File: src/hdl/black_level_calibration_map.svh
// register offsets, field positions, reset values and fixed counts of the black level block
// assumes 9-bit register addresses and 16-bit register words
`ifndef BLACK_LEVEL_CALIBRATION_MAP_SVH
`define BLACK_LEVEL_CALIBRATION_MAP_SVH

`define FILTER_CFG_ADDR   9'h080
`define BLACK_CAL_CTRL_ADDR 9'h081
`define SAMPLE_ERR_ADDR   9'h088
`define DARK_LINE_CFG_ADDR 9'h0c5

`define AUTO_EN_BIT       0
`define OFS_LSB           1
`define OFS_MSB           9
`define OFS_SIGN_BIT      10
`define LINES_LSB         0
`define LINES_MSB         7
`define SKIP_FIRST_BIT    8
`define EXP_LSB           8
`define EXP_MSB           10

`define CTRL_RESET        16'h0001
`define DARK_CFG_RESET    16'h0001
`define FILTER_CFG_RESET  16'h0300

`define OFS_FREEZE        9'h01ff
`define GS_LINE_KERNELS   10'h0a2
`define KERNEL_COLS       8
`define BLACK_TARGET      10'h0000
`define PIX_MAX           10'h03ff

`endif

File: src/hdl/black_level_calibration_pkg.sv
// types shared by the black level calibration files
// assumes the map header supplies all numeric constants
package black_level_calibration_pkg;
  typedef enum logic [2:0] {
    ST_IDLE  = 3'b001,
    ST_DARK  = 3'b010,
    ST_IMAGE = 3'b100
  } blc_state_e;
  typedef logic [9:0]         pixel_t;
  typedef logic signed [10:0] offset_t;
endpackage : black_level_calibration_pkg

File: src/hdl/black_level_calibration.sv
// black level calibration: dark line sequencing, per-column filtering, offset correction
// assumes pixels arrive one per cycle with pixInValid, frameStart pulses once per frame
// What this block does
// - emit the programmed 1..255 dark lines at every frame start
// - global shutter dark line is exactly 162 kernels long
// - rolling shutter dark line is the active window's line length
// - skip bit blanks first dark line and keeps it out of calibration
// - auto mode derives offset from filtered dark samples, applies to image
// - dark samples leave raw, never corrected
// - manual mode adds offset magnitude, or subtracts it when sign set
// - manual offset is the same for all columns
// - offset field all ones freezes computed factors in auto mode
// - unfrozen auto mode recomputes factors every frame for the columns with enough samples
// - sign bit ignored while auto mode is on
// - calibrate each of the eight kernel columns separately
// - filter 2^exp samples; in unfrozen auto mode, flag a column lacking enough samples
`timescale 1ns/10ps
`include "black_level_calibration_map.svh"
module black_level_calibration
  import black_level_calibration_pkg::*;
(
  // clock and reset
  input  wire logic         clk,
  input  wire logic         nrst,
  // register port
  input  wire logic [8:0]   regAddr,
  input  wire logic [15:0]  regWrData,
  input  wire logic         regWrEn,
  input  wire logic         regRdEn,
  output logic [15:0]       regRdData,
  // readout mode
  input  wire logic         rollingShutter,
  input  wire logic [9:0]   activeLineKernels,
  // pixel input
  input  wire logic         frameStart,
  input  wire pixel_t       pixIn,
  input  wire logic         pixInValid,
  // pixel output
  output pixel_t            pixOut,
  output logic              pixOutValid,
  output logic              pixOutDark,
  output logic              darkPhase,
  output logic [7:0]        insufficientSampleFlags
);
  logic [15:0] ctrl_reg;
  logic [15:0] darkCfg_reg;
  logic [15:0] filterCfg_reg;
  blc_state_e  state_reg;
  logic [7:0]  linesLatched_reg;
  logic        skipLatched_reg;
  logic [12:0] lineLenPix_reg;
  logic [12:0] pixCnt_reg;
  logic [7:0]  lineCnt_reg;
  logic [2:0]  imgCol_reg;
  offset_t     offs_reg [`KERNEL_COLS];
  pixel_t      colMean [`KERNEL_COLS];
  logic [7:0]  colEnough;

  logic        autoEn;
  logic        frozen;
  logic        inDark;
  logic        inImage;
  logic        endOfLine;
  logic        endOfDark;
  logic        blankLine;
  logic        sampleEn;
  logic [2:0]  darkCol;
  offset_t     manualOfs;
  offset_t     appliedOfs;
  pixel_t      corrected;
  offset_t     newOfs [`KERNEL_COLS];
  logic [7:0]  ofsLoad;
  logic        darkDone_reg;

  assign autoEn    = ctrl_reg[`AUTO_EN_BIT];
  assign frozen    = autoEn && (ctrl_reg[`OFS_MSB:`OFS_LSB] == `OFS_FREEZE);
  assign inDark    = (state_reg == ST_DARK);
  assign inImage   = (state_reg == ST_IMAGE);
  assign endOfLine = inDark && pixInValid && (pixCnt_reg == lineLenPix_reg - 13'h0001);
  assign endOfDark = endOfLine && (lineCnt_reg == linesLatched_reg - 8'h01);
  assign blankLine = skipLatched_reg && (lineCnt_reg == 8'h00);
  assign sampleEn  = inDark && pixInValid && !blankLine;
  assign darkCol   = pixCnt_reg[2:0];
  assign manualOfs = ctrl_reg[`OFS_SIGN_BIT] ? -offset_t'({2'b00, ctrl_reg[`OFS_MSB:`OFS_LSB]})
                                             : offset_t'({2'b00, ctrl_reg[`OFS_MSB:`OFS_LSB]});
  // the pixel right after the dark lines already sees the factor loaded at that edge
  assign appliedOfs = !autoEn ? manualOfs
                    : ofsLoad[imgCol_reg] ? newOfs[imgCol_reg]
                    : offs_reg[imgCol_reg];

  function automatic pixel_t sat_add(input pixel_t p, input offset_t o);
    logic signed [11:0] s;
    s = $signed({2'b00, p}) + 12'(o);
    if (s < 12'sh000)
      sat_add = 10'h000;
    else if (s > $signed({2'b00, `PIX_MAX}))
      sat_add = `PIX_MAX;
    else
      sat_add = s[9:0];
  endfunction : sat_add

  assign corrected = sat_add(pixIn, appliedOfs);

  // register writes
  always_ff @(posedge clk or negedge nrst) begin
    if (!nrst) begin
      ctrl_reg      <= `CTRL_RESET;
      darkCfg_reg   <= `DARK_CFG_RESET;
      filterCfg_reg <= `FILTER_CFG_RESET;
    end else if (regWrEn) begin
      if (regAddr == `BLACK_CAL_CTRL_ADDR)
        ctrl_reg <= regWrData;
      if (regAddr == `DARK_LINE_CFG_ADDR)
        darkCfg_reg <= regWrData;
      if (regAddr == `FILTER_CFG_ADDR)
        filterCfg_reg <= regWrData;
    end
  end

  // register reads, unmapped addresses read zero
  always_ff @(posedge clk or negedge nrst) begin
    if (!nrst) begin
      regRdData <= 16'h0000;
    end else if (regRdEn) begin
      unique case (regAddr)
        `BLACK_CAL_CTRL_ADDR: regRdData <= ctrl_reg;
        `DARK_LINE_CFG_ADDR:  regRdData <= darkCfg_reg;
        `FILTER_CFG_ADDR:     regRdData <= filterCfg_reg;
        `SAMPLE_ERR_ADDR:     regRdData <= {8'h00, insufficientSampleFlags};
        default:              regRdData <= 16'h0000;
      endcase
    end
  end

  // frame sequencer; dark line config is latched at frame start so mid-frame writes to it cannot tear a frame
  always_ff @(posedge clk or negedge nrst) begin
    if (!nrst) begin
      state_reg        <= ST_IDLE;
      linesLatched_reg <= 8'h01;
      skipLatched_reg  <= 1'b0;
      lineLenPix_reg   <= 13'h0008;
    end else if (frameStart) begin
      state_reg        <= ST_DARK;
      // a zero line count is out of range; one line is produced instead
      linesLatched_reg <= (darkCfg_reg[`LINES_MSB:`LINES_LSB] == 8'h00) ? 8'h01
                          : darkCfg_reg[`LINES_MSB:`LINES_LSB];
      skipLatched_reg  <= darkCfg_reg[`SKIP_FIRST_BIT];
      lineLenPix_reg   <= rollingShutter ? {activeLineKernels, 3'b000}
                                         : {`GS_LINE_KERNELS, 3'b000};
    end else if (endOfDark) begin
      state_reg <= ST_IMAGE;
    end
  end

  // dark line position counters
  always_ff @(posedge clk or negedge nrst) begin
    if (!nrst) begin
      pixCnt_reg  <= 13'h0000;
      lineCnt_reg <= 8'h00;
    end else if (frameStart) begin
      pixCnt_reg  <= 13'h0000;
      lineCnt_reg <= 8'h00;
    end else if (endOfLine) begin
      pixCnt_reg  <= 13'h0000;
      lineCnt_reg <= lineCnt_reg + 8'h01;
    end else if (inDark && pixInValid) begin
      pixCnt_reg <= pixCnt_reg + 13'h0001;
    end
  end

  // image column tracks the kernel position of regular pixels
  always_ff @(posedge clk or negedge nrst) begin
    if (!nrst)
      imgCol_reg <= 3'h0;
    else if (frameStart)
      imgCol_reg <= 3'h0;
    else if (inImage && pixInValid)
      imgCol_reg <= imgCol_reg + 3'h1;
  end

  // factors load one edge after the last dark sample, once it sits in its accumulator
  always_ff @(posedge clk or negedge nrst) begin
    if (!nrst)
      darkDone_reg <= 1'b0;
    else
      darkDone_reg <= endOfDark && !frameStart;
  end

  genvar c;
  generate
    for (c = 0; c < `KERNEL_COLS; c++) begin : g_col
      blc_col_accum u_accum (
        .clk      (clk),
        .nrst     (nrst),
        .clear    (frameStart),
        .sampleEn (sampleEn && (darkCol == 3'(c))),
        .expSel   (filterCfg_reg[`EXP_MSB:`EXP_LSB]),
        .sample   (pixIn),
        .mean     (colMean[c]),
        .enough   (colEnough[c])
      );

      assign newOfs[c]  = offset_t'($signed({1'b0, `BLACK_TARGET})
                                    - $signed({1'b0, colMean[c]}));
      assign ofsLoad[c] = darkDone_reg && autoEn && !frozen && colEnough[c];

      // columns short of samples keep their old factor
      always_ff @(posedge clk or negedge nrst) begin
        if (!nrst)
          offs_reg[c] <= 11'sh000;
        else if (ofsLoad[c])
          offs_reg[c] <= newOfs[c];
      end
    end
  endgenerate

  // shortage flags are refreshed at each auto mode dark phase end; frozen and manual frames keep the last verdict
  always_ff @(posedge clk or negedge nrst) begin
    if (!nrst)
      insufficientSampleFlags <= 8'h00;
    else if (darkDone_reg && autoEn && !frozen)
      insufficientSampleFlags <= ~colEnough;
  end

  // pixel output
  always_ff @(posedge clk or negedge nrst) begin
    if (!nrst) begin
      pixOut      <= 10'h000;
      pixOutValid <= 1'b0;
      pixOutDark  <= 1'b0;
      darkPhase   <= 1'b0;
    end else begin
      darkPhase   <= inDark && !endOfDark && !frameStart;
      pixOutDark  <= inDark;
      pixOutValid <= pixInValid && (inImage || (inDark && !blankLine));
      pixOut      <= inDark ? pixIn : corrected;
    end
  end
endmodule : black_level_calibration

File: src/hdl/blc_col_accum.sv
// one kernel column's dark sample accumulator: sums the first 2^exp samples
// assumes clear is pulsed at frame start, before any sample of that frame
`timescale 1ns/10ps
module blc_col_accum
  import black_level_calibration_pkg::*;
(
  // clock and reset
  input  wire logic         clk,
  input  wire logic         nrst,
  // control
  input  wire logic         clear,
  input  wire logic         sampleEn,
  input  wire logic [2:0]   expSel,
  input  wire pixel_t       sample,
  // result
  output pixel_t            mean,
  output logic              enough
);
  logic [16:0] sum_reg;
  logic [7:0]  count_reg;
  logic [7:0]  wanted;

  assign wanted = 8'h01 << expSel;
  assign enough = (count_reg == wanted);
  assign mean   = 10'(sum_reg >> expSel);

  // samples beyond the requested count are dropped, so the mean is an exact average
  always_ff @(posedge clk or negedge nrst) begin
    if (!nrst) begin
      sum_reg   <= 17'h0_0000;
      count_reg <= 8'h00;
    end else if (clear) begin
      sum_reg   <= 17'h0_0000;
      count_reg <= 8'h00;
    end else if (sampleEn && !enough) begin
      sum_reg   <= sum_reg + {7'h00, sample};
      count_reg <= count_reg + 8'h01;
    end
  end
endmodule : blc_col_accum

File: config.mk
export PLATFORM = sky130hd
export DESIGN_NAME = black_level_calibration
export DESIGN_NICKNAME = d
export VERILOG_FILES = /design/src/hdl/black_level_calibration_pkg.sv /design/src/hdl/black_level_calibration.sv /design/src/hdl/blc_col_accum.sv
export VERILOG_INCLUDE_DIRS = /design/src /design/src/hdl
export SDC_FILE = /design/constraint.sdc
export NUM_CORES = 1
export LEC_CHECK = 0
export ABC_AREA = 1
export BUFFER_PORTS_ARGS = -buffer_cell sky130_fd_sc_hd__buf_4
export CAP_MARGIN = 5
export CORE_MARGIN = 3
export CORE_UTILIZATION = 34
export CTS_BUF_LIST = sky130_fd_sc_hd__clkbuf_16
export DETAILED_ROUTE_END_ITERATION = 10
export PLACE_DENSITY = 0.58
export RECOVER_POWER = 100
export SKIP_LAST_GASP = 1
export SYNTH_ARGS = -nofsm -noshare
export SYNTH_HDL_FRONTEND = slang
export SYNTH_SLANG_ARGS = --single-unit
File: constraint.sdc
create_clock -name clk -period 4.3 [get_ports clk]
set_clock_uncertainty 0.2 [all_clocks]
set_input_delay 0.645 -clock clk [delete_from_list [all_inputs] [get_ports clk]]
set_output_delay 0.645 -clock clk [all_outputs]
set_load 0.02 [all_outputs]
# Yosys cells after proc, flatten, opt, wreduce, memory -nomap -nowiden
# Index checks and enable logic that the tools add are counted.
[classes] magnitude_cmp=4 shift=9 reduce_logical=69 n_eq_ne=24 n_addsub=31 n_mux=58 bitwise_logic=2
[ops] operator="2-to-1 mux 17 bit" n=16
[ops] operator="2-to-1 mux 8 bit" n=19
[ops] operator="adder 17 x 10 -> 17 bit" n=8
[ops] operator=">> shifter 17 x 3 -> 10 bit" n=8
[ops] operator="subtractor 1 x 10 -> 11 bit (first input constant)" n=8
[ops] operator="2-to-1 mux 11 bit" n=7
[ops] operator="adder 8 x 1 -> 8 bit (second input constant)" n=9
[ops] operator="equality test 8 bit" n=9
[ops] operator="binary-select mux 11 bit (select 3 bit)" n=2
[ops] operator="case mux 16 bit (4 select lines)" n=1
[ops] operator="2-to-1 mux 13 bit" n=4
[ops] operator="logical AND 1 bit" n=38
[ops] operator="equality test 9 x 8 -> 1 bit (second input constant)" n=4
[ops] operator="2-to-1 mux 10 bit" n=3
[ops] operator="nonzero test 2 bit" n=11
[ops] operator="zero test 8 bit" n=2
[ops] operator="equality test 3 bit (second input constant)" n=5
[ops] operator="adder 13 x 1 -> 13 bit (second input constant)" n=1
[ops] operator="equality test 13 bit" n=1
[ops] operator="subtractor 13 x 1 -> 13 bit (second input constant)" n=1
[ops] operator="adder 11 x 11 -> 12 bit" n=1
[ops] operator="> comparator 12 x 11 -> 1 bit (second input constant)" n=1
[ops] operator="zero test 1 bit" n=12
[ops] operator="less-than comparator 12 x 1 -> 1 bit (second input constant)" n=1
[ops] operator="other kinds (18)" n=25
[word_totals] wordCells=238 inputBits=52 out_inout_bits=37 reg_bits=423

# Depth between registers and ports, before layout
[depth] depth_word=14 mapped_depth=35 mapped_depth_nobuf=32

# Hierarchy
# From an unflattened synthesis, not the netlist that was laid out.
[unflattened] cells_unflattened=5281 area_unflattened_um2=34165.3
[modules_own_cells] module="black_level_calibration" seq_area_each_um2=5514.0 n_inst=1 area_per_inst_um2=13404.1 cells_each=1849
[modules_own_cells] module="blc_col_accum (g_col[0].u_accum ...)" seq_area_each_um2=625.6 n_inst=4 area_per_inst_um2=2583.7 cells_each=429
[modules_own_cells] module="blc_col_accum (g_col[5].u_accum ...)" seq_area_each_um2=625.6 n_inst=3 area_per_inst_um2=2618.8 cells_each=429
[modules_own_cells] module="blc_col_accum (g_col[4].u_accum)" seq_area_each_um2=625.6 n_inst=1 area_per_inst_um2=2570.0 cells_each=429

# Least setup slack after synthesis
# Ideal clock, no wire load.
[synth_timing] path_kind="reg2reg" start="register filterCfg_reg[9]" end="register pixOut[8]" path_stages_with_launch=36 path_slack_ns=-0.285 required_time_ns=4.034 setup_ns=0.066 path_buffers=5 arrival_ns=4.319 synth_period_minus_slack_ns=4.585 path_cell_list="dfstp_2 buf_6 inv_4 buf_6 buf_6 buf_6 buf_6 a21oi_1 o21ai_0 o21ai_1 inv_1 ha_1 xor2_1 o21ai_0 o22ai_1 nand2_1 nand3_1 nand3_1 o21ai_0 inv_1 ha_1 nand3_1 nand2_1 nand3_1 nand2_1 nand2_1 o21a_1 inv_1 a21oi_1 o21ai_0 nand3_1 nand3_1 nand2_4 nand2_1 nand2_1 nand2_1"
[synth_via] elab_chain_cells=12 word_cells_on_any_way=46 classes_between="add/sub: 9; order compare: 2; eq/ne: 8; shift: 9; mux: 10; reduce/logical: 8"
[synth_lines] element="start, declared" line_no="black_level_calibration.sv:47" text="logic [15:0] filterCfg_reg;"
[synth_lines] element="start signal, assigned" line_no="black_level_calibration.sv:109" text="filterCfg_reg <= `FILTER_CFG_RESET;"
[synth_lines] element="start signal, assigned" line_no="black_level_calibration.sv:116" text="filterCfg_reg <= regWrData;"
[synth_lines] element=">> shifter 17 x 3 -> 10 bit / left shift 1 x 3 -> 8 bit (equally long branches)" line_no="blc_col_accum.sv:25, blc_col_accum.sv:23"
[synth_lines] element="subtractor 1 x 10 -> 11 bit / equality test 8 bit (equally long branches)" line_no="black_level_calibration.sv:203, blc_col_accum.sv:24"
[synth_lines] element="binary-select mux 11 bit (select 3 bit) / logical AND 1 bit (equally long branches)" line_no="black_level_calibration.sv:88, black_level_calibration.sv:205"
[synth_lines] element="2-to-1 mux 11 bit (implied by the code) / binary-select mux 1 bit (select 3 bit) (equally long branches)" line_no="black_level_calibration.sv:88" text=": ofsLoad[imgCol_reg] ? newOfs[imgCol_reg]"
[synth_lines] element="2-to-1 mux 11 bit (implied by the code) / 2-to-1 mux 1 bit (equally long branches)" line_no="black_level_calibration.sv:88"
[synth_lines] element="2-to-1 mux 11 bit (*)" line_no="black_level_calibration.sv:88"
[synth_lines] element="2-to-1 mux 11 bit (*)" line_no="black_level_calibration.sv:87" text="assign appliedOfs = !autoEn ? manualOfs"
[synth_lines] element="adder 11 x 11 -> 12 bit (*)" line_no="black_level_calibration.sv:93" text="s = $signed({2'b00, p}) + 12'(o);"
[synth_lines] element="> comparator 12 x 11 -> 1 bit" line_no="black_level_calibration.sv:96" text="else if (s > $signed({2'b00, `PIX_MAX}))"
[synth_lines] element="2-to-1 mux 10 bit" line_no="black_level_calibration.sv:96"
[synth_lines] element="2-to-1 mux 10 bit (*)" line_no="black_level_calibration.sv:94" text="if (s < 12'sh000)"
[synth_lines] element="2-to-1 mux 10 bit (*)" line_no="black_level_calibration.sv:236" text="pixOut <= inDark ? pixIn : corrected;"
[synth_lines] element="end signal, assigned" line_no="black_level_calibration.sv:236"
[synth_lines] element="end, declared" line_no="black_level_calibration.sv:39" text="output pixel_t pixOut,"
# Every way passes the cells marked *; elsewhere a longest branch is shown, timed or not. The select of a mux whose other input is x is not followed.
# A chain may end at the register's enable or synchronous reset.

# Final worst setup path
[layout_timing] start="register filterCfg_reg[8]" end="register pixOut[6]"
# The elaborated chain is that of the path after synthesis.

==> results.md <==
* Unrepaired setup endpoints after global routing: true
* Pwr/cell area at 279 nW/um2
* Period minus WS final at 4.78 ns
* CTS H-tree lvls at 2
* Final TNS setup at -4.39 ns
* Element type at the critical path end: flop
* Port Buf Inserts at 88
* Synth unique cells at 58
* Synth Warn # at 0
* Worst setup SP type: flop
* Post-DP HPWL at 86.3 mm
* Fmax at 209 MHz
* Die ar. at 92,600 um2
* CTS clk-pin slew, worst paths at 0.06 ns
* Finished Core Util at 43.7%
* Leak at 18.6 nW
* Die Ht at 304 um
* Crit-path most repeated cell: nand2_1
* Num rows at 108
* Fin Hold WS at 0.0340 ns
* First-pass GRT wire length at 179 mm
* Final setup viols at 10
* Gp weighted congestion at 0.953
* Post-synthesis sequential area ratio at 34.8%
* Max-slew violation count at 150
* Dpl ws at -0.485 ns
* IO Count at 89
* Clock Path Buffers at 3
* Worst EP required at 4.61 ns
* Net count after synthesis at 4,620
* CP max FO at 6
* Iter 0 DRT Violations at 2,612
* GRT Total Usage at 24.4%
* Mapped Cells at 4,438
* Maximum VDD drop at 0.280 mV
* Violated checks: max-capacitance violations, max-slew violations, negative setup slack
* CTS root buffer: clkbuf_16
* Post-synth EDFFs at 0
* Crit Path Category: flop to flop
* Worst skew pair latency at 0.63 ns
* Via count at 31,977
* Total power at 0.0107 W
* Initial Utilization at 34.6%
* Hold Crit Class: input pin to flop
* Synthesized flop and latch total at 420
* DRC viols at 0
* Worst Path Arrival at 5.09 ns
* Final Hold Viols at 0
* TritonRoute pass-1 iters at 7
* CTS tree: done
* Final worst path period share at 111%
* Die Width at 304 um
* Slowest cell on the critical path: dfstp_4
* Slew @ Worst Pin at 2.75 ns
* Crit-path max cell delay at 0.65 ns
* Wirelength, routed at 116 mm
* Max FFs per register at 136
* Number of vias per cell at 5.22
* Worst setup margin at -0.476 ns
* CTS Buf Count at 52
* Rel. slew slack at -83.3%
* Async S/R FF share, synth at 100%
* Core area at 87,600 um2
* Vias in the first global route at 30,940
* Share of cells above drive strength 1 at 17.1%
* GRT overflow at 0
* Synth Flop Type: dfrtp_1
* Post-DRT Antenna Nets at 0
* Initial antenna violation count at 3
* Syn avg cell area at 6.82 um2
* Status: complete, but fails checks
* Synthesis-to-layout area growth at 26.5%
* Largest net degree at the start of global routing at 99
* CTS Sinks at 420
* Average wire per standard cell at 18.9 um
* Post-Syn Area at 30,300 um2
* Final Net Count at 5,109
* Max cap viols at 3
-- logic make-up after synthesis --
group	share of synthesized area (%)
AO/OA/AOI/OAI	14.8
XOR/XNOR	3.56
adder cells (fa/ha/maj)	5.60
buffers and inverters	8.56
flip-flops	34.8
multiplexers	0.434
AND/OR/NAND/NOR	32.3
-- path summary, 6_finish.rpt --
| check | from | slack [ns] | end | cells past startpoint |
|---|---|---|---|---|
| setup / recovery | filterCfg_reg[8] | -0.48 | pixOut[6] | 31 |
| hold / removal | activeLineKernels[6] | 0.03 | lineLenPix_reg[9] | 3 |
| setup reg to reg | filterCfg_reg[8] | -0.48 | pixOut[6] | 31 |
| hold reg to reg | offs_reg[78] | 0.28 | offs_reg[78] | 2 |
| max in group asynchronous | nrst | 0.30 | filterCfg_reg[10] | 3 |
| min in group asynchronous | nrst | 1.26 | g_col[4].u_accum.sum_reg[5] | 2 |
-- critical path: cells and delay by family (launching register included) --
| kind | cells | cell delay, ns |
|---|---|---|
| simple gates | 12 | 1.07 |
| compound gates | 9 | 1.13 |
| fa+ha+maj | 2 | 0.53 |
| flops | 1 | 0.65 |
| buf+inv | 7 | 0.87 |
| xor+xnor | 1 | 0.21 |
-- cell usage in the layout, fill, tap and decap left out, types with 11 or more instances in the layout --
cell,netlist,layout
xor2_2,0,16
inv_2,12,21
nor2_2,12,32
dfrtp_1,413,411
a21oi_2,4,18
clkbuf_1,80,49
nand3_2,1,25
a32o_1,16,16
nor4_1,17,17
nand3_1,461,435
a31oi_1,12,11
a21oi_1,230,216
buf_4,13,490
buf_12,0,31
o21ai_2,0,16
o21ai_0,389,371
nor2_1,287,262
nand4_1,64,64
nand2_2,8,28
o21ai_1,54,55
inv_1,450,458
nor3_1,84,84
o22ai_1,28,25
ha_1,121,111
xor2_1,85,66
nand2_1,1339,1316
xnor2_1,38,34
o211ai_1,16,16
clkbuf_16,0,52
-- area by class of cell --
| class | instances | area (um2) |
|---|---|---|
| fill | 9150 | 49300 |
| multi-input combinational | 3389 | 18000 |
| sequential | 420 | 10500 |
| timing repair buffer | 597 | 4890 |
| inverter | 465 | 1770 |
| tap | 1155 | 1450 |
| clock buffer | 52 | 1300 |
| clock inverter | 46 | 385 |
| timing repair inverter | 2 | 18.8 |
| antenna | 1 | 2.50 |
-- stage by stage --
step	area, um2	instances
after CTS	38200	6119
after global placement	35500	5970
final	38300	6127
after detailed placement	35500	5970
after global routing	38300	6127
after floorplan	30400	4438
-- power by group --
| group | internal (W) | total, W | switching, W |
|---|---|---|---|
| clock network | 0.00256 | 0.00447 | 0.00191 |
| registers | 0.00402 | 0.00408 | 0.0000622 |
| logic | 0.000883 | 0.00215 | 0.00126 |
| total | 0.00746 | 0.0107 | 0.00324 |
-- cell usage after synthesis, drive strengths merged, types with 11 or more instances --
| master | n | share of area (%) |
|---|---|---|
| buf | 85 | 1.8 |
| dfrtp | 413 | 34 |
| o211ai | 16 | 0.40 |
| nor2 | 303 | 4.0 |
| xor2 | 85 | 2.5 |
| nand4 | 65 | 1.4 |
| o22ai | 28 | 0.58 |
| nand3 | 465 | 7.8 |
| inv | 464 | 5.8 |
| a31oi | 12 | 0.25 |
| a32o | 16 | 0.53 |
| clkbuf | 80 | 0.99 |
| nand2 | 1349 | 17 |
| o221ai | 11 | 0.32 |
| xnor2 | 38 | 1.1 |
| a21oi | 234 | 3.9 |
| ha | 121 | 5.0 |
| o21ai | 443 | 7.3 |
| nor4 | 17 | 0.35 |
| nor3 | 86 | 1.5 |
-- routing by layer --
metal  track usage [%]  part of all wire (%)
met4              9.78                   4.4
met1              32.9                    44
met3              3.54                   6.2
met2              39.5                    45
met5                 0                     0
-- what timing repair did --
action,CTS,global route
hold buffers,2,0
gates resized for setup,117,76
pin swaps,59,57
endpoints found under the hold margin,38,0
setup buffers,42,8
endpoints found under the setup margin,10,10
gates cloned,9,0
Note: power is estimated with default switching activity, not from simulation.
